## config.mk

```make
export PLATFORM = sky130hd
export DESIGN_NAME = dtc_timers
export DESIGN_NICKNAME = d
export VERILOG_FILES = /design/src/rtl/dtc_pkg.sv /design/src/rtl/dtc_timers.sv
export SDC_FILE = /design/constraint.sdc
export NUM_CORES = 1
export LEC_CHECK = 0
export BUFFER_PORTS_ARGS = -buffer_cell sky130_fd_sc_hd__buf_4
export CAP_MARGIN = 20
export CORE_AREA = 2 2 94 96
export DETAILED_ROUTE_END_ITERATION = 8
export DIE_AREA = 0 0 96 98
export GPL_TIMING_DRIVEN = 0
export PLACE_DENSITY = 0.79
export SLEW_MARGIN = 25
export SYNTH_ARGS = -nofsm -noshare
export SYNTH_HDL_FRONTEND = slang
export SYNTH_SLANG_ARGS = --single-unit
```

## constraint.sdc

```tcl
create_clock -name clock -period 3 [get_ports clock]
set_input_delay 0.3 -clock clock [delete_from_list [all_inputs] [get_ports clock]]
set_output_delay 0.3 -clock clock [all_outputs]
set_load 0.02 [all_outputs]
```

## src/rtl/dtc_pkg.sv

```systemverilog
package dtc_pkg;

  // Byte addresses of the register port
  localparam logic [7:0] ADDR_TCTL = 8'h88;
  localparam logic [7:0] ADDR_TMODE = 8'h89;
  localparam logic [7:0] ADDR_T0_LO = 8'h8A;
  localparam logic [7:0] ADDR_T1_LO = 8'h8B;
  localparam logic [7:0] ADDR_T0_HI = 8'h8C;
  localparam logic [7:0] ADDR_T1_HI = 8'h8D;
  localparam logic [7:0] ADDR_CLKCTL = 8'h8E;

  // Value seen for absent registers and absent bits
  localparam logic [7:0] UNIMPL_READ = 8'hFF;

  // Timer control bit positions for channel 0; channel 1 sits CH_STRIDE higher
  localparam int BIT_X0_TYPE = 0;
  localparam int BIT_X0_FLAG = 1;
  localparam int BIT_T0_RUN = 4;
  localparam int BIT_T0_OVF = 5;
  localparam int CH_STRIDE = 2;

  // Clock control: timer 0 divide select, timer 1 one bit above
  localparam int BIT_T0_DIV = 3;

  // Timer mode register: timer 0 in the low nibble, timer 1 in the high nibble
  localparam int TMODE_FIELD_W = 4;

  // Reset values
  localparam logic [7:0] RST_TCTL = 8'h00;
  localparam logic [7:0] RST_TMODE = 8'h00;
  localparam logic [7:0] RST_COUNT = 8'h00;
  localparam logic [1:0] RST_DIVSEL = 2'h0;
  localparam logic [7:0] RST_RDATA = 8'hFF;

  // Mode select encodings
  localparam logic [1:0] MODE_PRESCALE = 2'h0;
  localparam logic [1:0] MODE_16BIT = 2'h1;
  localparam logic [1:0] MODE_RELOAD = 2'h2;
  localparam logic [1:0] MODE_SPLIT = 2'h3;

  // Prescaled counter width in the low byte
  localparam int PRESCALE_BITS = 5;
  localparam logic [4:0] PRESCALE_MAX = 5'h1F;

  // Internal count clock dividers, in core clocks per count
  localparam int DIV_FAST = 4;
  localparam int DIV_SLOW = 12;
  localparam int DIV_W = 4;
  localparam logic [3:0] DIV_LAST = 4'(DIV_SLOW - 1);
  localparam logic [3:0] DIV_FAST_MASK = 4'(DIV_FAST - 1);

  typedef struct packed {
    logic gate;
    logic ct;
    logic [1:0] mode;
  } dtc_tmode_t;

  typedef struct packed {
    logic [7:0] lo;
    logic [7:0] hi;
    logic ovf;
  } dtc_cnt_t;

endpackage

```

## src/rtl/dtc_timers.sv

```systemverilog
`timescale 1ns/100ps
// Behaviour
// - Absent registers and absent bits read back as all ones.
// - Timer 1 overflow flag sets on overflow, clears on vectoring, software writable.
// - Timer 0 overflow flag sets on overflow, clears on vectoring, software writable.
// - Timer 1 counts only while its run bit is one.
// - Timer 0 counts only while its run bit is one; its mode 11 high byte uses the timer 1 run bit.
// - External interrupt 1 flag: edge sets, vector clears; level mode follows pin.
// - External interrupt 0 flag behaves the same way as interrupt 1.
// - Each external interrupt has a type bit choosing edge or level detection.
// - Gate bit set: timer runs only while its interrupt pin is high and run set.
// - Source bit clear counts internal clock; set counts falling edges of count pin.
// - Mode 00 is an 8-bit counter behind a 5-bit prescaler.
// - Mode 01 is a full 16-bit counter.
// - Mode 10 counts the low byte and reloads it from the high byte.
// - Timer 0 mode 11: low byte uses timer 0 controls, high byte timer 1 run.
// - Timer 1 in mode 11 stops and holds its value.
// - Timer 0 divide select picks divide by 4 when set, 12 when clear.
// - Timer 1 divide select picks divide by 4 when set, 12 when clear.
module dtc_timers (
  // Clock and reset
  input wire logic clock,
  input wire logic rst_n,
  // Special function register port
  input wire logic [7:0] sfr_addr,
  input wire logic sfr_wr,
  input wire logic sfr_rd,
  input wire logic [7:0] sfr_wdata,
  output logic [7:0] sfr_rdata,
  // Vectoring acknowledges from the interrupt controller
  input wire logic t0_vec_ack,
  input wire logic t1_vec_ack,
  input wire logic x0_vec_ack,
  input wire logic x1_vec_ack,
  // External pins
  input wire logic t0_count_pin,
  input wire logic t1_count_pin,
  input wire logic ext_pin_a,
  input wire logic ext_pin_b,
  // Flags to the interrupt controller
  output logic t0_overflow_flag,
  output logic t1_overflow_flag,
  output logic ext_ext_pin_a_detect_flag,
  output logic ext_ext_pin_b_detect_flag
);

  // Pin order: count pin 0, count pin 1, interrupt pin a, interrupt pin b
  localparam int NPINS = 4;
  localparam int EXT_BASE = 2;

  logic [NPINS-1:0] pin_meta_r;
  logic [NPINS-1:0] pin_sync_r;
  logic [NPINS-1:0] pin_prev_r;
  logic [NPINS-1:0] pin_fall;

  logic [1:0] tr_r;
  logic [1:0] it_r;
  logic [1:0] tf_r;
  logic [1:0] ie_r;
  logic [1:0] tm_r;
  logic [7:0] tmode_r;
  logic [7:0] tl_r [2];
  logic [7:0] th_r [2];
  logic [dtc_pkg::DIV_W-1:0] div_r;
  logic [7:0] rdata_r;

  dtc_pkg::dtc_tmode_t tmode [2];
  dtc_pkg::dtc_cnt_t cnt [2];
  logic [1:0] sel_tick;
  logic [1:0] src_evt;
  logic [1:0] run_ok;
  logic [1:0] inc;
  logic [1:0] ovf_set;
  logic [1:0] vec_ack;
  logic [1:0] ext_ack;
  logic tick_fast;
  logic tick_slow;
  logic t0_split;
  logic t0_hi_inc;
  logic t0_hi_ovf;
  logic wr_tctl;
  logic [7:0] rdata_nxt;

  assign vec_ack = {t1_vec_ack, t0_vec_ack};
  assign ext_ack = {x1_vec_ack, x0_vec_ack};
  assign wr_tctl = sfr_wr && (sfr_addr == dtc_pkg::ADDR_TCTL);

  // Mode register nibbles, timer 0 low and timer 1 high
  assign tmode[0] = tmode_r[dtc_pkg::TMODE_FIELD_W-1:0];
  assign tmode[1] = tmode_r[2*dtc_pkg::TMODE_FIELD_W-1:dtc_pkg::TMODE_FIELD_W];
  assign t0_split = (tmode[0].mode == dtc_pkg::MODE_SPLIT);

  // Two-stage synchronisers; edges use only the settled stage and its delay
  always_ff @(posedge clock or negedge rst_n) begin
    if (!rst_n) begin
      pin_meta_r <= '1;
      pin_sync_r <= '1;
      pin_prev_r <= '1;
    end else begin
      pin_meta_r <= {ext_pin_b, ext_pin_a, t1_count_pin, t0_count_pin};
      pin_sync_r <= pin_meta_r;
      pin_prev_r <= pin_sync_r;
    end
  end

  assign pin_fall = pin_prev_r & ~pin_sync_r;

  // Shared divider: fast tick every 4 clocks, slow tick every 12
  always_ff @(posedge clock or negedge rst_n) begin
    if (!rst_n) begin
      div_r <= '0;
    end else if (div_r == dtc_pkg::DIV_LAST) begin
      div_r <= '0;
    end else begin
      div_r <= div_r + 4'h1;
    end
  end

  assign tick_fast = ((div_r & dtc_pkg::DIV_FAST_MASK) == dtc_pkg::DIV_FAST_MASK);
  assign tick_slow = (div_r == dtc_pkg::DIV_LAST);

  // One count step of a timer in the given mode
  function automatic dtc_pkg::dtc_cnt_t step(input logic [1:0] mode, input logic [7:0] lo,
                                             input logic [7:0] hi, input logic en);
    dtc_pkg::dtc_cnt_t r;
    r.lo = lo;
    r.hi = hi;
    r.ovf = 1'b0;
    if (en) begin
      unique case (mode)
        dtc_pkg::MODE_PRESCALE: begin
          // Upper three bits of the low byte are left alone
          if (lo[dtc_pkg::PRESCALE_BITS-1:0] == dtc_pkg::PRESCALE_MAX) begin
            r.lo[dtc_pkg::PRESCALE_BITS-1:0] = '0;
            r.hi = hi + 8'h01;
            r.ovf = (hi == 8'hFF);
          end else begin
            r.lo[dtc_pkg::PRESCALE_BITS-1:0] = lo[dtc_pkg::PRESCALE_BITS-1:0] + 5'h01;
          end
        end
        dtc_pkg::MODE_16BIT: begin
          {r.hi, r.lo} = {hi, lo} + 16'h0001;
          r.ovf = ({hi, lo} == 16'hFFFF);
        end
        dtc_pkg::MODE_RELOAD: begin
          r.lo = (lo == 8'hFF) ? hi : lo + 8'h01;
          r.ovf = (lo == 8'hFF);
        end
        dtc_pkg::MODE_SPLIT: begin
          r.lo = lo + 8'h01;
          r.ovf = (lo == 8'hFF);
        end
      endcase
    end
    return r;
  endfunction

  // High byte of timer 0 in split mode: internal clock, timer 1 run bit only
  assign t0_hi_inc = t0_split && tr_r[1] && sel_tick[0];
  assign t0_hi_ovf = t0_hi_inc && (th_r[0] == 8'hFF);

  generate
    for (genvar i = 0; i < 2; i++) begin : g_tmr
      localparam logic [7:0] A_LO = (i == 0) ? dtc_pkg::ADDR_T0_LO : dtc_pkg::ADDR_T1_LO;
      localparam logic [7:0] A_HI = (i == 0) ? dtc_pkg::ADDR_T0_HI : dtc_pkg::ADDR_T1_HI;
      localparam int B_TF = dtc_pkg::BIT_T0_OVF + i * dtc_pkg::CH_STRIDE;
      localparam int B_TR = dtc_pkg::BIT_T0_RUN + i * dtc_pkg::CH_STRIDE;
      localparam int B_IE = dtc_pkg::BIT_X0_FLAG + i * dtc_pkg::CH_STRIDE;
      localparam int B_IT = dtc_pkg::BIT_X0_TYPE + i * dtc_pkg::CH_STRIDE;

      assign sel_tick[i] = tm_r[i] ? tick_fast : tick_slow;
      assign src_evt[i] = tmode[i].ct ? pin_fall[i] : sel_tick[i];
      assign run_ok[i] = tr_r[i] && (!tmode[i].gate || pin_sync_r[EXT_BASE+i]);
      // Timer 1 freezes in mode 11
      if (i == 1) begin : g_hold
        assign inc[i] = run_ok[i] && src_evt[i] && (tmode[i].mode != dtc_pkg::MODE_SPLIT);
      end else begin : g_run
        assign inc[i] = run_ok[i] && src_evt[i];
      end
      assign cnt[i] = step(tmode[i].mode, tl_r[i], th_r[i], inc[i]);

      // With timer 0 split, its high byte owns the timer 1 flag
      if (i == 1) begin : g_ovf1
        assign ovf_set[i] = t0_split ? t0_hi_ovf : cnt[i].ovf;
      end else begin : g_ovf0
        assign ovf_set[i] = cnt[i].ovf;
      end

      // A software write to a count byte wins over a count in that cycle
      always_ff @(posedge clock or negedge rst_n) begin
        if (!rst_n) begin
          tl_r[i] <= dtc_pkg::RST_COUNT;
        end else if (sfr_wr && sfr_addr == A_LO) begin
          tl_r[i] <= sfr_wdata;
        end else begin
          tl_r[i] <= cnt[i].lo;
        end
      end

      always_ff @(posedge clock or negedge rst_n) begin
        if (!rst_n) begin
          th_r[i] <= dtc_pkg::RST_COUNT;
        end else if (sfr_wr && sfr_addr == A_HI) begin
          th_r[i] <= sfr_wdata;
        end else if (i == 0 && t0_split) begin
          th_r[i] <= th_r[i] + (t0_hi_inc ? 8'h01 : 8'h00);
        end else begin
          th_r[i] <= cnt[i].hi;
        end
      end

      // Run and type bits are plain software state
      always_ff @(posedge clock or negedge rst_n) begin
        if (!rst_n) begin
          tr_r[i] <= dtc_pkg::RST_TCTL[B_TR];
          it_r[i] <= dtc_pkg::RST_TCTL[B_IT];
        end else if (wr_tctl) begin
          tr_r[i] <= sfr_wdata[B_TR];
          it_r[i] <= sfr_wdata[B_IT];
        end
      end

      // Overflow flag: a hardware set beats an acknowledge or a write that clears
      always_ff @(posedge clock or negedge rst_n) begin
        if (!rst_n) begin
          tf_r[i] <= dtc_pkg::RST_TCTL[B_TF];
        end else if (ovf_set[i]) begin
          tf_r[i] <= 1'b1;
        end else if (wr_tctl) begin
          tf_r[i] <= sfr_wdata[B_TF];
        end else if (vec_ack[i]) begin
          tf_r[i] <= 1'b0;
        end
      end

      // Detect flag: level mode mirrors the low pin, edge mode latches a fall
      always_ff @(posedge clock or negedge rst_n) begin
        if (!rst_n) begin
          ie_r[i] <= dtc_pkg::RST_TCTL[B_IE];
        end else if (!it_r[i]) begin
          ie_r[i] <= !pin_sync_r[EXT_BASE+i];
        end else if (pin_fall[EXT_BASE+i]) begin
          ie_r[i] <= 1'b1;
        end else if (wr_tctl) begin
          ie_r[i] <= sfr_wdata[B_IE];
        end else if (ext_ack[i]) begin
          ie_r[i] <= 1'b0;
        end
      end
    end
  endgenerate

  // Mode and clock-divide registers
  always_ff @(posedge clock or negedge rst_n) begin
    if (!rst_n) begin
      tmode_r <= dtc_pkg::RST_TMODE;
    end else if (sfr_wr && sfr_addr == dtc_pkg::ADDR_TMODE) begin
      tmode_r <= sfr_wdata;
    end
  end

  always_ff @(posedge clock or negedge rst_n) begin
    if (!rst_n) begin
      tm_r <= dtc_pkg::RST_DIVSEL;
    end else if (sfr_wr && sfr_addr == dtc_pkg::ADDR_CLKCTL) begin
      tm_r <= sfr_wdata[dtc_pkg::BIT_T0_DIV+1:dtc_pkg::BIT_T0_DIV];
    end
  end

  // Read path
  always_comb begin
    rdata_nxt = dtc_pkg::UNIMPL_READ;
    unique case (sfr_addr)
      dtc_pkg::ADDR_TCTL: rdata_nxt = {tf_r[1], tr_r[1], tf_r[0], tr_r[0], ie_r[1], it_r[1], ie_r[0], it_r[0]};
      dtc_pkg::ADDR_TMODE: rdata_nxt = tmode_r;
      dtc_pkg::ADDR_T0_LO: rdata_nxt = tl_r[0];
      dtc_pkg::ADDR_T1_LO: rdata_nxt = tl_r[1];
      dtc_pkg::ADDR_T0_HI: rdata_nxt = th_r[0];
      dtc_pkg::ADDR_T1_HI: rdata_nxt = th_r[1];
      dtc_pkg::ADDR_CLKCTL: begin
        // Only the two timer divide bits live here; the rest read high
        rdata_nxt[dtc_pkg::BIT_T0_DIV+1:dtc_pkg::BIT_T0_DIV] = tm_r;
      end
      default: rdata_nxt = dtc_pkg::UNIMPL_READ;
    endcase
  end

  // Read data is captured on the strobe and held until the next read
  always_ff @(posedge clock or negedge rst_n) begin
    if (!rst_n) begin
      rdata_r <= dtc_pkg::RST_RDATA;
    end else if (sfr_rd) begin
      rdata_r <= rdata_nxt;
    end
  end

  assign sfr_rdata = rdata_r;
  assign t0_overflow_flag = tf_r[0];
  assign t1_overflow_flag = tf_r[1];
  assign ext_ext_pin_a_detect_flag = ie_r[0];
  assign ext_ext_pin_b_detect_flag = ie_r[1];

endmodule
```

Word-level counts from Yosys, hierarchy flattened
Cells that the tools add are included.
- register bits: 74
- input bits: 28
- $add $sub $neg: 10
- eq/ne operators: 28
- mux-type cells: 45
- bitwise logic cells: 2
- reductions and logical operators: 39
- operators by type and width (cell ; number):
    8-bit == test (second input constant) ; 11
    8-bit two-way mux ; 7
    5-bit case mux with 4 select lines ; 2
    3-bit case mux with 6 select lines ; 2
    17-bit two-way mux ; 2
    16-bit by 1-bit adder with 16-bit output (second input constant) ; 2
    8-bit by 1-bit adder with 8-bit output (second input constant) ; 4
    16-bit == test (second input constant) ; 2
    8-bit case mux with 2 select lines ; 2
    1-bit two-way mux ; 20
    9-bit two-way mux ; 2
    3-bit case mux with 3 select lines ; 2
    1-bit logical AND ; 15
    2-bit case mux with 7 select lines ; 1
    3-bit nonzero test ; 4
    4-bit nonzero test ; 3
    5-bit by 1-bit adder with 5-bit output (second input constant) ; 2
    2-bit == test (second input constant) ; 5
    5-bit == test (second input constant) ; 2
    5-bit two-way mux ; 2
    8-bit by 1-bit adder with 8-bit output ; 1
    4-bit by 3-bit != test with 1-bit output (second input constant) ; 2
    1-bit case mux with 3 select lines ; 2
    3-bit AND reduction ; 2
    15 further kinds ; 25

Longest topological paths before layout
Gate-level depths: netlist (run 1).
- depth in word-level cells: 8
- depth in mapped cells: 10

Least setup slack after synthesis (run 1)
OpenSTA, ideal clock, no wires.
- kind: reg-to-reg
- start point: register tmode_r[0]
- end point: register th_r[14] (netlist bit)
- library setup time: 0.132 ns
- arrival time: 2.059 ns
- required time: 2.868 ns
- path slack: 0.808 ns
- cell stages (with the launch flop): 11
- buffers on the path: 1
- path through: dfrtp_1 ha_1 clkbuf_1 o2111a_1 ha_1 ha_1 a21boi_0 a311oi_1 a21oi_1 a21oi_1 o31ai_1
- word-level cells in the longest chain between the ends: 7
- RTL lines (what ; RTL line ; text):
    from (decl) ; dtc_timers.sv:61 ; logic [7:0] tmode_r;
    from (signal assigned) ; dtc_timers.sv:256 ; tmode_r <= dtc_pkg::RST_TMODE;
    from (signal assigned) ; dtc_timers.sv:258 ; tmode_r <= sfr_wdata;
    2-bit == test ; dtc_timers.sv:91 ; assign t0_split = (tmode[0].mode == dtc_pkg::MODE_SPLIT);
    1-bit logical AND (2 in series) ; dtc_timers.sv:159 ; assign t0_hi_inc = t0_split && tr_r[1] && sel_tick[0];
    1-bit two-way mux ; dtc_timers.sv:206 ; th_r[i] <= th_r[i] + (t0_hi_inc ? 8'h01 : 8'h00);
    8-bit by 1-bit adder with 8-bit output ; dtc_timers.sv:206 ;
    8-bit two-way mux ; dtc_timers.sv:205 ; end else if (i == 0 && t0_split) begin
    8-bit two-way mux ; dtc_timers.sv:203 ; end else if (sfr_wr && sfr_addr == A_HI) begin
    to (signal, indexed assignment) ; dtc_timers.sv:204 ; th_r[i] <= sfr_wdata;
    to (signal, indexed assignment) ; dtc_timers.sv:206 ;
    to (signal, indexed assignment) ; dtc_timers.sv:208 ; th_r[i] <= cnt[i].hi;
    to (decl) ; dtc_timers.sv:63 ; logic [7:0] th_r [2];
Several ways; a longest one is shown, not always the timed one. The select of a mux whose other input is x is not followed.
A chain may end at the register's enable or synchronous reset.

Worst setup path in the final report (run 1)
Same ends and word-level chain as after synthesis.

==> results of run 1 <==
-- power groups by stage --
stage / combinational, mW / clock, mW / sequential (mW)
after floorplan: 0.508 / 0 / 1.20
after CTS: 0.717 / 0.807 / 1.24
after global placement: 0.688 / 0 / 1.25
after detailed placement: 0.713 / 0 / 1.25
final: 0.733 / 0.807 / 1.25
after global routing: 0.811 / 0.866 / 1.25
-- final cells by class --
class,count,area share
inverters,17,0.0113
repair buffers,36,0.0480
flip-flops and latches,74,0.333
clock inverters,6,0.0131
plain buffers,39,0.0304
multi-input cells,438,0.517
well taps,108,0.0240
clock buffers,10,0.0227
-- state kept, by name, summed over array words and instances, names as in the netlist --
| signal | flops |
|---|---|
| sfr_rdata | 8 |
| pin_sync_r | 4 |
| th_r | 16 |
| pin_meta_r | 4 |
| tl_r | 16 |
| div_r | 4 |
| t0_overflow_flag | 1 |
| it_r | 2 |
| tr_r | 2 |
| tm_r | 2 |
| t1_overflow_flag | 1 |
| ext_ext_pin_a_detect_flag | 1 |
| ext_ext_pin_b_detect_flag | 1 |
| tmode_r | 8 |
| pin_prev_r | 4 |
-- worst min path at each step --
| stage | cells past startpoint | startpoint | slack (ns) | end |
|---|---|---|---|---|
| 2_1_floorplan | 0 | rst_n | 0.004 | div_r[0] |
| 3_3_place_gp | 0 | pin_meta_r[2] | 0.35 | pin_sync_r[2] |
| 3_5_place_dp | 0 | pin_meta_r[3] | 0.35 | pin_sync_r[3] |
| 4_1_cts | 1 | t0_count_pin | 0.04 | pin_meta_r[0] |
| 5_1_grt | 1 | t0_count_pin | 0.02 | pin_meta_r[0] |
| 6_report | 1 | t0_count_pin | 0.03 | pin_meta_r[0] |
-- logic make-up (layout without fill, tap and decap cells) --
family | after synthesis | in the layout
simple gates | 211 | 211
buf+inv | 56 | 108
fa+ha+maj | 18 | 18
xor+xnor | 21 | 21
mux | 30 | 30
compound gates | 158 | 158
flops | 74 | 74
-- cells in the final DEF, fill, tap and decap left out, drive strengths merged, types with 6 or more instances in the layout --
cell / n
a221oi: 6
buf: 52
a21oi: 32
nand3: 25
mux4: 6
nand4: 13
and3: 11
mux2i: 10
o21ai: 49
o211ai: 7
xor2: 18
nor3b: 8
nor2b: 8
and4: 6
nor3: 13
o22ai: 8
nand2: 61
inv: 19
ha: 18
mux2: 14
clkbuf: 33
dfrtp: 54
dfstp: 20
a31oi: 13
nor2: 42
a211oi: 10
nand2b: 7
-- critical path, cell delays in order, from the launching register on --
cell	delay (ns)
sky130_fd_sc_hd__dfrtp_1	0.44
sky130_fd_sc_hd__ha_1	0.28
sky130_fd_sc_hd__clkbuf_1	0.46
sky130_fd_sc_hd__o2111a_1	0.38
sky130_fd_sc_hd__ha_1	0.22
sky130_fd_sc_hd__ha_1	0.26
sky130_fd_sc_hd__a21boi_0	0.11
sky130_fd_sc_hd__a311oi_1	0.28
sky130_fd_sc_hd__a21oi_1	0.07
sky130_fd_sc_hd__a21oi_1	0.17
sky130_fd_sc_hd__o31ai_1	0.08
-- Yosys cell counts, types with 14 or more instances --
cell and count:
sky130_fd_sc_hd__a21oi_1 32, sky130_fd_sc_hd__clkbuf_1 23, sky130_fd_sc_hd__dfrtp_1 54, sky130_fd_sc_hd__dfstp_2 20, sky130_fd_sc_hd__ha_1 18, sky130_fd_sc_hd__inv_1 17, sky130_fd_sc_hd__mux2_2 14, sky130_fd_sc_hd__nand2_1 60
sky130_fd_sc_hd__nand3_1 24, sky130_fd_sc_hd__nor2_1 42, sky130_fd_sc_hd__o21ai_0 48, sky130_fd_sc_hd__xor2_1 18
-- layer usage --
| metal | part of all wire | vias up | wire length (µm) |
|---|---|---|---|
| met5 | 0 | - | 0 |
| met4 | 0.025 | 0 | 376 |
| met3 | 0.12 | 45 | 1770 |
| met2 | 0.43 | 307 | 6640 |
| met1 | 0.43 | 2297 | 6520 |
| li1 | - | 2186 | - |
==> run_summary.xml, run 1 <==
<?xml version="1.0" encoding="UTF-8"?>
<metrics>
  <group name="outcome">
    <metric name="status" unit="">complete, no violations</metric>
  </group>
  <group name="critical_path">
    <metric name="rr_startpoint" unit="">tmode_r[0]</metric>
    <metric name="worstRegToRegCells" unit="">10</metric>
    <metric name="critical_path_peak_fanout" unit="">10</metric>
    <metric name="cp_data_arrival_time" unit="ns">3.11</metric>
    <metric name="worst_ep_required_time" unit="ns">3.24</metric>
    <metric name="rr_endpoint" unit="">th_r[14]</metric>
    <metric name="worst-setup-path-type" unit="">flop to flop</metric>
    <metric name="critical_path.startpoint_type" unit="">flop</metric>
    <metric name="category_of_the_worst_setup_path_capture_point" unit="">flop</metric>
    <metric name="cp-startpoint" unit="">tmode_r[0]</metric>
    <metric name="critical_path.endpoint" unit="">th_r[14]</metric>
    <metric name="timing.reg2reg.setup_slack" unit="ns">0.12</metric>
  </group>
  <group name="clock_tree">
    <metric name="tritoncts" unit="">done</metric>
    <metric name="numCtsBuffers" unit="">9</metric>
    <metric name="h-tree-depth" unit="">3</metric>
    <metric name="cts_post_setup_buffers_inserted" unit="">0</metric>
    <metric name="insertion_delay" unit="ns">0.36</metric>
    <metric name="cts-resized-gates" unit="">0</metric>
    <metric name="cts_hold_buffers" unit="">0</metric>
    <metric name="ctsLongestPathBuffers" unit="">2</metric>
    <metric name="clock_sinks" unit="">74</metric>
    <metric name="cts.reportedPaths.clkPinSlew" unit="ns">0.09</metric>
    <metric name="clock_tree.root_cell" unit="">sky130_fd_sc_hd__clkbuf_8</metric>
  </group>
  <group name="global_routing">
    <metric name="groute.layer.met2.usage" unit="">0.487</metric>
    <metric name="grt_busiest_layer" unit="">met1</metric>
    <metric name="grt_pass1_wl" unit="µm">24100</metric>
    <metric name="total_overflow_reported_by_the_global_router" unit="">0</metric>
    <metric name="globalRouteMet1Util" unit="">0.515</metric>
    <metric name="first_global_vias" unit="">4429</metric>
    <metric name="initial_antenna_violation_count" unit="">0</metric>
    <metric name="grt_start_max_net_pins" unit="">75</metric>
    <metric name="groute.layer.met3.usage" unit="">0.0818</metric>
    <metric name="global_router_s_overall_resource_usage" unit="">0.341</metric>
  </group>
  <group name="floorplan">
    <metric name="io_pins" unit="">40</metric>
    <metric name="core_region_area" unit="mm²">0.00847</metric>
    <metric name="die-area" unit="mm²">0.00941</metric>
    <metric name="fp-row-count" unit="">34</metric>
    <metric name="die_width" unit="µm">96</metric>
    <metric name="die_span_in_y" unit="µm">98</metric>
    <metric name="effective_utilization_at_floorplan" unit="">0.594</metric>
  </group>
  <group name="layout">
    <metric name="fin_cells" unit="">728</metric>
    <metric name="post-route-cell-area" unit="mm²">0.00563</metric>
    <metric name="area_growth_syn_to_layout" unit="%">12.1</metric>
    <metric name="nNetsFinal" unit="">661</metric>
    <metric name="postLayoutCoreUtil" unit="">0.666</metric>
    <metric name="final_layout_size_suffix_gt1_frac" unit="">0.184</metric>
    <metric name="multiInputGateArea" unit="mm²">0.00292</metric>
    <metric name="diodes" unit="">0</metric>
    <metric name="n_fill_cell" unit="">708</metric>
    <metric name="area.sequential" unit="mm²">0.00188</metric>
  </group>
  <group name="placement">
    <metric name="numPortBuffers" unit="">36</metric>
    <metric name="post-place-cells" unit="">712</metric>
    <metric name="place_worst_setup_slack" unit="ns">0.233</metric>
    <metric name="routabilityCongestion" unit="">0.991</metric>
    <metric name="hpwlAfterDp" unit="µm">11300</metric>
    <metric name="placement.cell_area" unit="mm²">0.00543</metric>
  </group>
  <group name="drt">
    <metric name="drt-vias-per-instance" unit="">6.64</metric>
    <metric name="totalWireLength" unit="µm">15300</metric>
    <metric name="drc" unit="">0</metric>
    <metric name="drt_pass1_iterations" unit="">6</metric>
    <metric name="drt-initial-drc-count" unit="">599</metric>
    <metric name="final_antenna_net_count" unit="">0</metric>
    <metric name="via_count" unit="">4835</metric>
    <metric name="route.detailed.wl_per_inst" unit="µm">21.0</metric>
  </group>
  <group name="timing">
    <metric name="finalSetupTns" unit="ns">0</metric>
    <metric name="setup_viol" unit="">0</metric>
    <metric name="rsz0062_at_grt" unit="">false</metric>
    <metric name="holdWs" unit="ns">0.0345</metric>
    <metric name="fin_crit_sh" unit="">0.959</metric>
    <metric name="finalHoldViolations" unit="">0</metric>
    <metric name="timing.final.crit_period" unit="ns">2.88</metric>
    <metric name="fin_worst_skew" unit="ns">0.0173</metric>
    <metric name="timing.final.max_slew_violations" unit="">0</metric>
    <metric name="timing.max_slew.rel_slack" unit="">0.383</metric>
    <metric name="fmax" unit="MHz">348</metric>
    <metric name="slack_of_the_critical_path" unit="ns">0.123</metric>
    <metric name="measured_slew_at_the_worst_slew_check_pin" unit="ns">0.926</metric>
  </group>
  <group name="synthesis">
    <metric name="share_of_yosys_cell_area_claimed_by_the_top_area_cell_type" unit="">0.269</metric>
    <metric name="netlist_top_cells_area" unit="">sky130_fd_sc_hd__dfrtp_1 (27%), sky130_fd_sc_hd__dfstp_2 (10%), sky130_fd_sc_hd__o21ai_0 (4.8%)</metric>
    <metric name="combinational_family_with_the_most_area_after_synthesis" unit="">simple AND/OR/NAND/NOR gates</metric>
    <metric name="async_reset_ff_frac" unit="">1.00</metric>
    <metric name="post_synth_and_or_nand_nor_area_fraction" unit="">0.217</metric>
    <metric name="register_bit_count_reported_by_yosys" unit="">74</metric>
    <metric name="synth_edf_count" unit="">0</metric>
    <metric name="synth_ff_type" unit="">sky130_fd_sc_hd__dfrtp_1</metric>
    <metric name="post_synth.cell_area_avg" unit="µm²">8.85</metric>
    <metric name="synth_sequential_area_ratio" unit="">0.373</metric>
    <metric name="postSynthCellCount" unit="">568</metric>
    <metric name="adder_cell_fraction_of_synth_area" unit="">0.0448</metric>
    <metric name="yosys_warnings" unit="">0</metric>
    <metric name="cell_type_contributing_the_most_total_cell_area_after_synthesis" unit="">sky130_fd_sc_hd__dfrtp_1</metric>
    <metric name="post_synth_instance_area" unit="mm²">0.00503</metric>
    <metric name="yosys.cell_types.count" unit="">67</metric>
    <metric name="synth.mux.area_fraction" unit="">0.0781</metric>
    <metric name="yosys.area_share.xor_xnor" unit="">0.0366</metric>
    <metric name="synthesis.nets" unit="">614</metric>
    <metric name="synth_compound_gate_area_share" unit="">0.204</metric>
  </group>
  <group name="worst_hold_path">
    <metric name="hp-class" unit="">primary input to flop</metric>
  </group>
  <group name="power_and_ir_drop">
    <metric name="p_int" unit="mW">1.79</metric>
    <metric name="switchingPower" unit="mW">0.995</metric>
    <metric name="pwr-share-clk" unit="">0.289</metric>
    <metric name="power.switching_fraction" unit="">0.357</metric>
    <metric name="reg_power_frac" unit="">0.448</metric>
    <metric name="peak_supply_drop" unit="mV">0.332</metric>
    <metric name="combinationalPowerShare" unit="">0.263</metric>
    <metric name="fin_total_pwr" unit="mW">2.79</metric>
    <metric name="powerDensity" unit="mW/mm²">495</metric>
    <metric name="power.leakage" unit="nW">2.24</metric>
  </group>
  <group name="run">
    <metric name="timing.max_cap.violations" unit="">0</metric>
  </group>
</metrics>
No activity file was read; power rests on OpenSTA's default activity.
==> run 2: changes to the inputs <==
--- a/config.mk
+++ b/config.mk
@@ -5,13 +5,14 @@
 export SDC_FILE = /design/constraint.sdc
 export NUM_CORES = 1
 export LEC_CHECK = 0
+export ABC_AREA = 1
 export BUFFER_PORTS_ARGS = -buffer_cell sky130_fd_sc_hd__buf_4
-export CAP_MARGIN = 20
-export CORE_AREA = 2 2 94 96
+export CAP_MARGIN = 5
+export CORE_AREA = 2 2 98 100
 export DETAILED_ROUTE_END_ITERATION = 8
-export DIE_AREA = 0 0 96 98
+export DIE_AREA = 0 0 100 102
 export GPL_TIMING_DRIVEN = 0
-export PLACE_DENSITY = 0.79
+export PLACE_DENSITY = 0.8
 export SLEW_MARGIN = 25
 export SYNTH_ARGS = -nofsm -noshare
 export SYNTH_HDL_FRONTEND = slang
==> run_summary.xml, run 2 <==
<?xml version="1.0" encoding="UTF-8"?>
<metrics>
  <group name="critical_path">
    <metric name="rr_startpoint" unit="">tmode_r[0]</metric>
    <metric name="timing.reg2reg.setup_slack" unit="ns">0.30</metric>
    <metric name="worst_ep_required_time" unit="ns">3.31</metric>
    <metric name="critical_path_peak_fanout" unit="">10</metric>
    <metric name="rr_endpoint" unit="">th_r[14]</metric>
    <metric name="cp-startpoint" unit="">tmode_r[0]</metric>
    <metric name="cp_data_arrival_time" unit="ns">3.01</metric>
    <metric name="category_of_the_worst_setup_path_capture_point" unit="">flop</metric>
    <metric name="worst-setup-path-type" unit="">flop to flop</metric>
    <metric name="worstRegToRegCells" unit="">13</metric>
    <metric name="critical_path.startpoint_type" unit="">flop</metric>
  </group>
  <group name="synthesis">
    <metric name="post_synth_instance_area" unit="mm²">0.00558</metric>
    <metric name="yosys-top-cells-count" unit="">sky130_fd_sc_hd__nand2_1 (243), sky130_fd_sc_hd__inv_1 (121), sky130_fd_sc_hd__nor2_1 (89), sky130_fd_sc_hd__nand3_1 (80), sky130_fd_sc_hd__dfrtp_1 (54)</metric>
    <metric name="cell_type_contributing_the_most_total_cell_area_after_synthesis" unit="">sky130_fd_sc_hd__dfrtp_1</metric>
    <metric name="yosys.cell_types.count" unit="">40</metric>
    <metric name="async_reset_ff_frac" unit="">1.00</metric>
    <metric name="share_of_yosys_cell_area_claimed_by_the_top_area_cell_type" unit="">0.242</metric>
    <metric name="synth_ff_type" unit="">sky130_fd_sc_hd__dfrtp_1</metric>
    <metric name="synth.most_common_cell" unit="">sky130_fd_sc_hd__nand2_1</metric>
    <metric name="yosys_warnings" unit="">0</metric>
    <metric name="netlist_top_cells_area" unit="">sky130_fd_sc_hd__dfrtp_1 (24%), sky130_fd_sc_hd__nand2_1 (16%), sky130_fd_sc_hd__dfstp_2 (9.4%)</metric>
    <metric name="register_bit_count_reported_by_yosys" unit="">74</metric>
    <metric name="synthesis.nets" unit="">895</metric>
    <metric name="post_synth.cell_area_avg" unit="µm²">6.58</metric>
    <metric name="postSynthCellCount" unit="">849</metric>
    <metric name="synth_edf_count" unit="">0</metric>
    <metric name="synth_sequential_area_ratio" unit="">0.336</metric>
  </group>
  <group name="timing">
    <metric name="slack_of_the_critical_path" unit="ns">0.301</metric>
    <metric name="rsz0062_at_grt" unit="">false</metric>
    <metric name="finalHoldViolations" unit="">0</metric>
    <metric name="fmax" unit="MHz">371</metric>
    <metric name="timing.max_slew.rel_slack" unit="">0.583</metric>
    <metric name="fin_crit_sh" unit="">0.900</metric>
    <metric name="timing.final.max_slew_violations" unit="">0</metric>
    <metric name="holdWs" unit="ns">0.0342</metric>
    <metric name="measured_slew_at_the_worst_slew_check_pin" unit="ns">0.625</metric>
    <metric name="finalSetupTns" unit="ns">0</metric>
    <metric name="fin_worst_skew" unit="ns">0.0143</metric>
    <metric name="setup_viol" unit="">0</metric>
    <metric name="timing.final.crit_period" unit="ns">2.70</metric>
  </group>
  <group name="worst_hold_path">
    <metric name="worst_hold_path.endpoint" unit="">pin_meta_r[3]</metric>
    <metric name="min_path_cells" unit="">1</metric>
    <metric name="min-delay-start" unit="">ext_pin_b</metric>
    <metric name="hp-class" unit="">primary input to flop</metric>
  </group>
  <group name="placement">
    <metric name="numPortBuffers" unit="">38</metric>
    <metric name="routabilityCongestion" unit="">0.994</metric>
    <metric name="place_worst_setup_slack" unit="ns">0.375</metric>
    <metric name="post-place-cells" unit="">998</metric>
    <metric name="placement.cell_area" unit="mm²">0.00601</metric>
    <metric name="hpwlAfterDp" unit="µm">14000</metric>
  </group>
  <group name="layout">
    <metric name="reg_top3" unit="">th_r: 16 flops, tl_r: 16 flops</metric>
    <metric name="nNetsFinal" unit="">946</metric>
    <metric name="layout.cells.most_common" unit="">sky130_fd_sc_hd__nand2_1</metric>
    <metric name="n_fill_cell" unit="">782</metric>
    <metric name="final_layout_size_suffix_gt1_frac" unit="">0.139</metric>
    <metric name="postLayoutCoreUtil" unit="">0.686</metric>
    <metric name="layout_common_cells" unit="">sky130_fd_sc_hd__nand2_1 (243), sky130_fd_sc_hd__inv_1 (121), sky130_fd_sc_hd__nor2_1 (89)</metric>
    <metric name="area_growth_syn_to_layout" unit="%">11.9</metric>
    <metric name="diodes" unit="">0</metric>
    <metric name="fin_cells" unit="">1016</metric>
    <metric name="post-route-cell-area" unit="mm²">0.00625</metric>
  </group>
  <group name="clock_tree">
    <metric name="cts.reportedPaths.clkPinSlew" unit="ns">0.09</metric>
    <metric name="h-tree-depth" unit="">3</metric>
    <metric name="ctsLongestPathBuffers" unit="">2</metric>
    <metric name="clock_tree.root_cell" unit="">sky130_fd_sc_hd__clkbuf_8</metric>
    <metric name="cts_hold_buffers" unit="">0</metric>
    <metric name="numCtsBuffers" unit="">9</metric>
    <metric name="cts_post_setup_buffers_inserted" unit="">0</metric>
    <metric name="cts-resized-gates" unit="">0</metric>
    <metric name="clock_sinks" unit="">74</metric>
    <metric name="insertion_delay" unit="ns">0.36</metric>
    <metric name="tritoncts" unit="">done</metric>
  </group>
  <group name="drt">
    <metric name="drc" unit="">0</metric>
    <metric name="drt_pass1_iterations" unit="">7</metric>
    <metric name="drt-vias-per-instance" unit="">5.95</metric>
    <metric name="route.detailed.wl_per_inst" unit="µm">17.9</metric>
    <metric name="via_count" unit="">6044</metric>
    <metric name="final_antenna_net_count" unit="">0</metric>
    <metric name="drt-initial-drc-count" unit="">755</metric>
    <metric name="totalWireLength" unit="µm">18200</metric>
  </group>
  <group name="floorplan">
    <metric name="core_region_area" unit="mm²">0.00911</metric>
    <metric name="die-area" unit="mm²">0.0102</metric>
    <metric name="effective_utilization_at_floorplan" unit="">0.613</metric>
    <metric name="io_pins" unit="">40</metric>
    <metric name="die_width" unit="µm">100</metric>
    <metric name="fp-row-count" unit="">35</metric>
    <metric name="die_span_in_y" unit="µm">102</metric>
  </group>
  <group name="global_routing">
    <metric name="total_overflow_reported_by_the_global_router" unit="">0</metric>
    <metric name="first_global_vias" unit="">5384</metric>
    <metric name="global_router_s_overall_resource_usage" unit="">0.365</metric>
    <metric name="grt_pass1_wl" unit="µm">28400</metric>
    <metric name="initial_antenna_violation_count" unit="">0</metric>
    <metric name="grt_start_max_net_pins" unit="">75</metric>
  </group>
  <group name="power_and_ir_drop">
    <metric name="power.leakage" unit="nW">3.13</metric>
    <metric name="peak_supply_drop" unit="mV">0.278</metric>
    <metric name="powerDensity" unit="mW/mm²">370</metric>
    <metric name="fin_total_pwr" unit="mW">2.31</metric>
  </group>
  <group name="run">
    <metric name="timing.max_cap.violations" unit="">0</metric>
  </group>
  <group name="outcome">
    <metric name="status" unit="">complete, no violations</metric>
  </group>
</metrics>
==> run 2: cell count changes in the layout (fill, tap and decap cells not counted), sizes merged, moves of 9 or more <==
cell and change:
nor2 +55, xor2 -11, nand3 +58, clkbuf -21
mux2 -14, mux2i -10, o21ai +15, nand2 +191
inv +116, nor3 -9, a31oi -13, and3 -11
a211oi -10, o22ai +14
==> run 2: logic make-up after synthesis <==
family                     after synthesis  share of synthesized area
xor gates and xnor gates                 7                     0.0110
adders and majority gates               18                     0.0403
buffers and inverters                  147                      0.105
AOI/OAI and AO/OA                      143                      0.145
DFF                                     74                      0.336
and+or+nand+nor                        460                      0.362
==> run 2: routing by layer <==
layer | track usage | part of all wire
met1 | 0.529 | 0.42
met2 | 0.546 | 0.42
met3 | 0.0800 | 0.12
met4 | 0.123 | 0.038
met5 | 0 | 0
==> run 2: worst max path at each step <==
stage / endpoint / cells after the start / slack [ns]
3_3_place_gp: th_r[12] / 14 / 0.39
6_report: th_r[14] / 13 / 0.30
2_1_floorplan: th_r[12] / 14 / 0.97
3_5_place_dp: th_r[12] / 14 / 0.38
4_1_cts: th_r[12] / 14 / 0.35
5_1_grt: th_r[12] / 14 / 0.07
==> run 2: where the power goes <==
part / internal (mW) / switching (mW) / total (mW)
clock network: 0.397 / 0.426 / 0.824
registers: 1.05 / 0.0615 / 1.11
logic: 0.125 / 0.247 / 0.372
==> run 2: worst max-delay path: stages (launching register included) <==
cell and delay (ns):
sky130_fd_sc_hd__dfrtp_1 0.43, sky130_fd_sc_hd__ha_1 0.27, sky130_fd_sc_hd__clkbuf_1 0.51, sky130_fd_sc_hd__nand3_1 0.19
sky130_fd_sc_hd__inv_1 0.09, sky130_fd_sc_hd__ha_1 0.24, sky130_fd_sc_hd__ha_1 0.20, sky130_fd_sc_hd__nand2_1 0.10
sky130_fd_sc_hd__nor2_1 0.11, sky130_fd_sc_hd__nand2_1 0.07, sky130_fd_sc_hd__o21ai_0 0.08, sky130_fd_sc_hd__o21bai_1 0.17
sky130_fd_sc_hd__nand4_1 0.12, sky130_fd_sc_hd__nand2_1 0.08
==> run 2: cell type report <==
cell class                      count  area [µm²]  share of cell area
Sequential cell                    74        1880               0.300
Clock inverter                      7        81.3              0.0130
Multi-Input combinational cell    628        3120               0.499
Inverter                          133         499              0.0799
Buffer                             14        87.6              0.0140
Clock buffer                        9         124              0.0198
Tap cell                          111         139              0.0222
Timing Repair Buffer               40         323              0.0517
==> run 3: changes to the inputs <==
--- a/config.mk
+++ b/config.mk
@@ -8,9 +8,9 @@
 export ABC_AREA = 1
 export BUFFER_PORTS_ARGS = -buffer_cell sky130_fd_sc_hd__buf_4
 export CAP_MARGIN = 5
-export CORE_AREA = 2 2 98 100
+export CORE_AREA = 3 3 99 101
 export DETAILED_ROUTE_END_ITERATION = 8
-export DIE_AREA = 0 0 100 102
+export DIE_AREA = 0 0 102 104
 export GPL_TIMING_DRIVEN = 0
 export PLACE_DENSITY = 0.8
 export SLEW_MARGIN = 25
==> constraint.sdc (replaced) <==
create_clock -name clock -period 2.7 [get_ports clock]
set_input_delay 0.27 -clock clock [delete_from_list [all_inputs] [get_ports clock]]
set_output_delay 0.27 -clock clock [all_outputs]
set_load 0.02 [all_outputs]
==> run_summary.xml, run 3 (same netlist as run 2, synthesis figures left out) <==
<?xml version="1.0" encoding="UTF-8"?>
<metrics>
  <group name="outcome">
    <metric name="status" unit="">complete, no violations</metric>
  </group>
  <group name="timing">
    <metric name="measured_slew_at_the_worst_slew_check_pin" unit="ns">0.939</metric>
    <metric name="slack_of_the_critical_path" unit="ns">0.222</metric>
    <metric name="timing.final.crit_period" unit="ns">2.48</metric>
    <metric name="fin_crit_sh" unit="">0.918</metric>
    <metric name="finalHoldViolations" unit="">0</metric>
    <metric name="finalSetupTns" unit="ns">0</metric>
    <metric name="fmax" unit="MHz">403</metric>
    <metric name="timing.final.max_slew_violations" unit="">0</metric>
    <metric name="timing.max_slew.rel_slack" unit="">0.374</metric>
    <metric name="fin_worst_skew" unit="ns">0.0140</metric>
    <metric name="rsz0062_at_grt" unit="">false</metric>
    <metric name="setup_viol" unit="">0</metric>
  </group>
  <group name="critical_path">
    <metric name="cp_data_arrival_time" unit="ns">2.79</metric>
    <metric name="critical_path.top_delay_family" unit="">adder cells</metric>
    <metric name="critical_path_peak_fanout" unit="">10</metric>
    <metric name="worst_ep_required_time" unit="ns">3.01</metric>
    <metric name="critical_path.startpoint_type" unit="">flop</metric>
    <metric name="critical_path.cell_chain" unit="">ha_1, clkbuf_2, nand3_1, inv_1, ha_1, ha_1, nand2_1, nor2_1, nand2_1, o21ai_0, o21bai_1, nand4_1, nand2_1</metric>
    <metric name="cp.buffers_inverters" unit="">2</metric>
    <metric name="slowest_delay" unit="ns">0.43</metric>
    <metric name="category_of_the_worst_setup_path_capture_point" unit="">flop</metric>
    <metric name="cpMaxStageDelayCell" unit="">sky130_fd_sc_hd__dfrtp_1</metric>
    <metric name="timing.reg2reg.setup_slack" unit="ns">0.22</metric>
    <metric name="worst-setup-path-type" unit="">flop to flop</metric>
  </group>
  <group name="drt">
    <metric name="totalWireLength" unit="µm">18200</metric>
    <metric name="drt-vias-per-instance" unit="">5.96</metric>
    <metric name="route.detailed.wl_per_inst" unit="µm">17.9</metric>
    <metric name="drt_pass1_iterations" unit="">6</metric>
    <metric name="drc" unit="">0</metric>
    <metric name="final_antenna_net_count" unit="">0</metric>
    <metric name="drt-initial-drc-count" unit="">705</metric>
    <metric name="via_count" unit="">6071</metric>
  </group>
  <group name="layout">
    <metric name="nNetsFinal" unit="">948</metric>
    <metric name="post-route-cell-area" unit="mm²">0.00626</metric>
    <metric name="n_fill_cell" unit="">832</metric>
    <metric name="layout_common_cells" unit="">sky130_fd_sc_hd__nand2_1 (243), sky130_fd_sc_hd__inv_1 (121), sky130_fd_sc_hd__nor2_1 (89)</metric>
    <metric name="layout.cells.most_common" unit="">sky130_fd_sc_hd__nand2_1</metric>
    <metric name="area.sequential" unit="mm²">0.00188</metric>
    <metric name="area_growth_syn_to_layout" unit="%">12.1</metric>
    <metric name="final_layout_size_suffix_gt1_frac" unit="">0.139</metric>
    <metric name="diodes" unit="">0</metric>
    <metric name="multiInputGateArea" unit="mm²">0.00312</metric>
    <metric name="reg_top3" unit="">th_r: 16 flops, tl_r: 16 flops</metric>
  </group>
  <group name="global_routing">
    <metric name="grt_pass1_wl" unit="µm">28500</metric>
    <metric name="first_global_vias" unit="">5471</metric>
    <metric name="grt_start_max_net_pins" unit="">75</metric>
    <metric name="global_router_s_overall_resource_usage" unit="">0.347</metric>
    <metric name="initial_antenna_violation_count" unit="">0</metric>
    <metric name="total_overflow_reported_by_the_global_router" unit="">0</metric>
  </group>
  <group name="clock_tree">
    <metric name="tritoncts" unit="">done</metric>
    <metric name="clock_sinks" unit="">74</metric>
    <metric name="ctsLongestPathBuffers" unit="">2</metric>
    <metric name="h-tree-depth" unit="">3</metric>
    <metric name="insertion_delay" unit="ns">0.37</metric>
    <metric name="cts_post_setup_buffers_inserted" unit="">0</metric>
    <metric name="cts.reportedPaths.clkPinSlew" unit="ns">0.09</metric>
    <metric name="clock_tree.root_cell" unit="">sky130_fd_sc_hd__clkbuf_8</metric>
    <metric name="numCtsBuffers" unit="">9</metric>
  </group>
  <group name="floorplan">
    <metric name="die_width" unit="µm">102</metric>
    <metric name="die-area" unit="mm²">0.0106</metric>
    <metric name="die_span_in_y" unit="µm">104</metric>
    <metric name="core_region_area" unit="mm²">0.00911</metric>
    <metric name="fp-row-count" unit="">35</metric>
    <metric name="io_pins" unit="">40</metric>
    <metric name="effective_utilization_at_floorplan" unit="">0.613</metric>
  </group>
  <group name="placement">
    <metric name="placement.cell_area" unit="mm²">0.00601</metric>
    <metric name="routabilityCongestion" unit="">0.996</metric>
    <metric name="hpwlAfterDp" unit="µm">14000</metric>
    <metric name="numPortBuffers" unit="">38</metric>
    <metric name="place_worst_setup_slack" unit="ns">0.0407</metric>
  </group>
  <group name="power_and_ir_drop">
    <metric name="peak_supply_drop" unit="mV">0.386</metric>
    <metric name="power.leakage" unit="nW">3.14</metric>
    <metric name="powerDensity" unit="mW/mm²">413</metric>
  </group>
  <group name="worst_hold_path">
    <metric name="hp-class" unit="">primary input to async pin</metric>
  </group>
  <group name="run">
    <metric name="timing.max_cap.violations" unit="">0</metric>
  </group>
</metrics>
==> run 3: cell count changes in the layout (fill, tap and decap cells not counted), sizes merged <==
cell,delta
dlygate4sd3,+3
buf,-1
==> run 3: worst paths after layout <==
| kind | startpoint | to | depth (start not counted) |
|---|---|---|---|
| worst min-delay path | rst_n | tl_r[6] | 1 |
| worst max-delay path | tmode_r[1] | th_r[14] | 13 |
| max in group asynchronous | rst_n | it_r[1] | 1 |
| worst max register to register | tmode_r[1] | th_r[14] | 13 |
| worst min register to register | pin_meta_r[2] | pin_sync_r[2] | 0 |
| min in group clock | sfr_wdata[4] | tl_r[12] | 3 |
==> run 3: what timing repair did <==
action	in CTS	in global routing
endpoints found under the hold margin	1	3
hold buffers	1	3
endpoints found under the setup margin	0	4
resized for setup	0	2
==> run 3: power by group <==
part	internal (mW)	switching [mW]
logic	0.138	0.268
clock network	0.445	0.496
registers	1.17	0.0688
total	1.75	0.833
==> run 3: layer usage <==
| metal | vias to the layer above | wire length (µm) | track usage |
|---|---|---|---|
| met5 | - | 0 | 0 |
| met4 | 0 | 471 | 0.106 |
| met3 | 43 | 2200 | 0.0959 |
| met2 | 364 | 7880 | 0.500 |
| met1 | 2820 | 7650 | 0.506 |
| li1 | 2844 | - | - |
==> run 3: through the flow <==
stage / power, mW / std cells / utilization / hold slack, ns
CTS: 2.58 / 1015 / 0.683 / 0.00174
global placement: 1.64 / 998 / 0.659 / 0.346
global route: 2.70 / 1018 / 0.687 / 0.0808
detailed placement: 1.65 / 998 / 0.659 / 0.347
floorplan: 1.48 / 849 / - / -0.0256
finish: 2.59 / 1018 / 0.687 / 0.0171
==> run 3: final cells by class <==
cell class / instances / area share
Tap cell: 111 / 0.0222
Sequential cell: 74 / 0.300
Clock inverter: 7 / 0.0134
Inverter: 133 / 0.0798
Multi-Input combinational cell: 628 / 0.499
Clock buffer: 9 / 0.0198
Timing Repair Buffer: 42 / 0.0520
Buffer: 14 / 0.0142
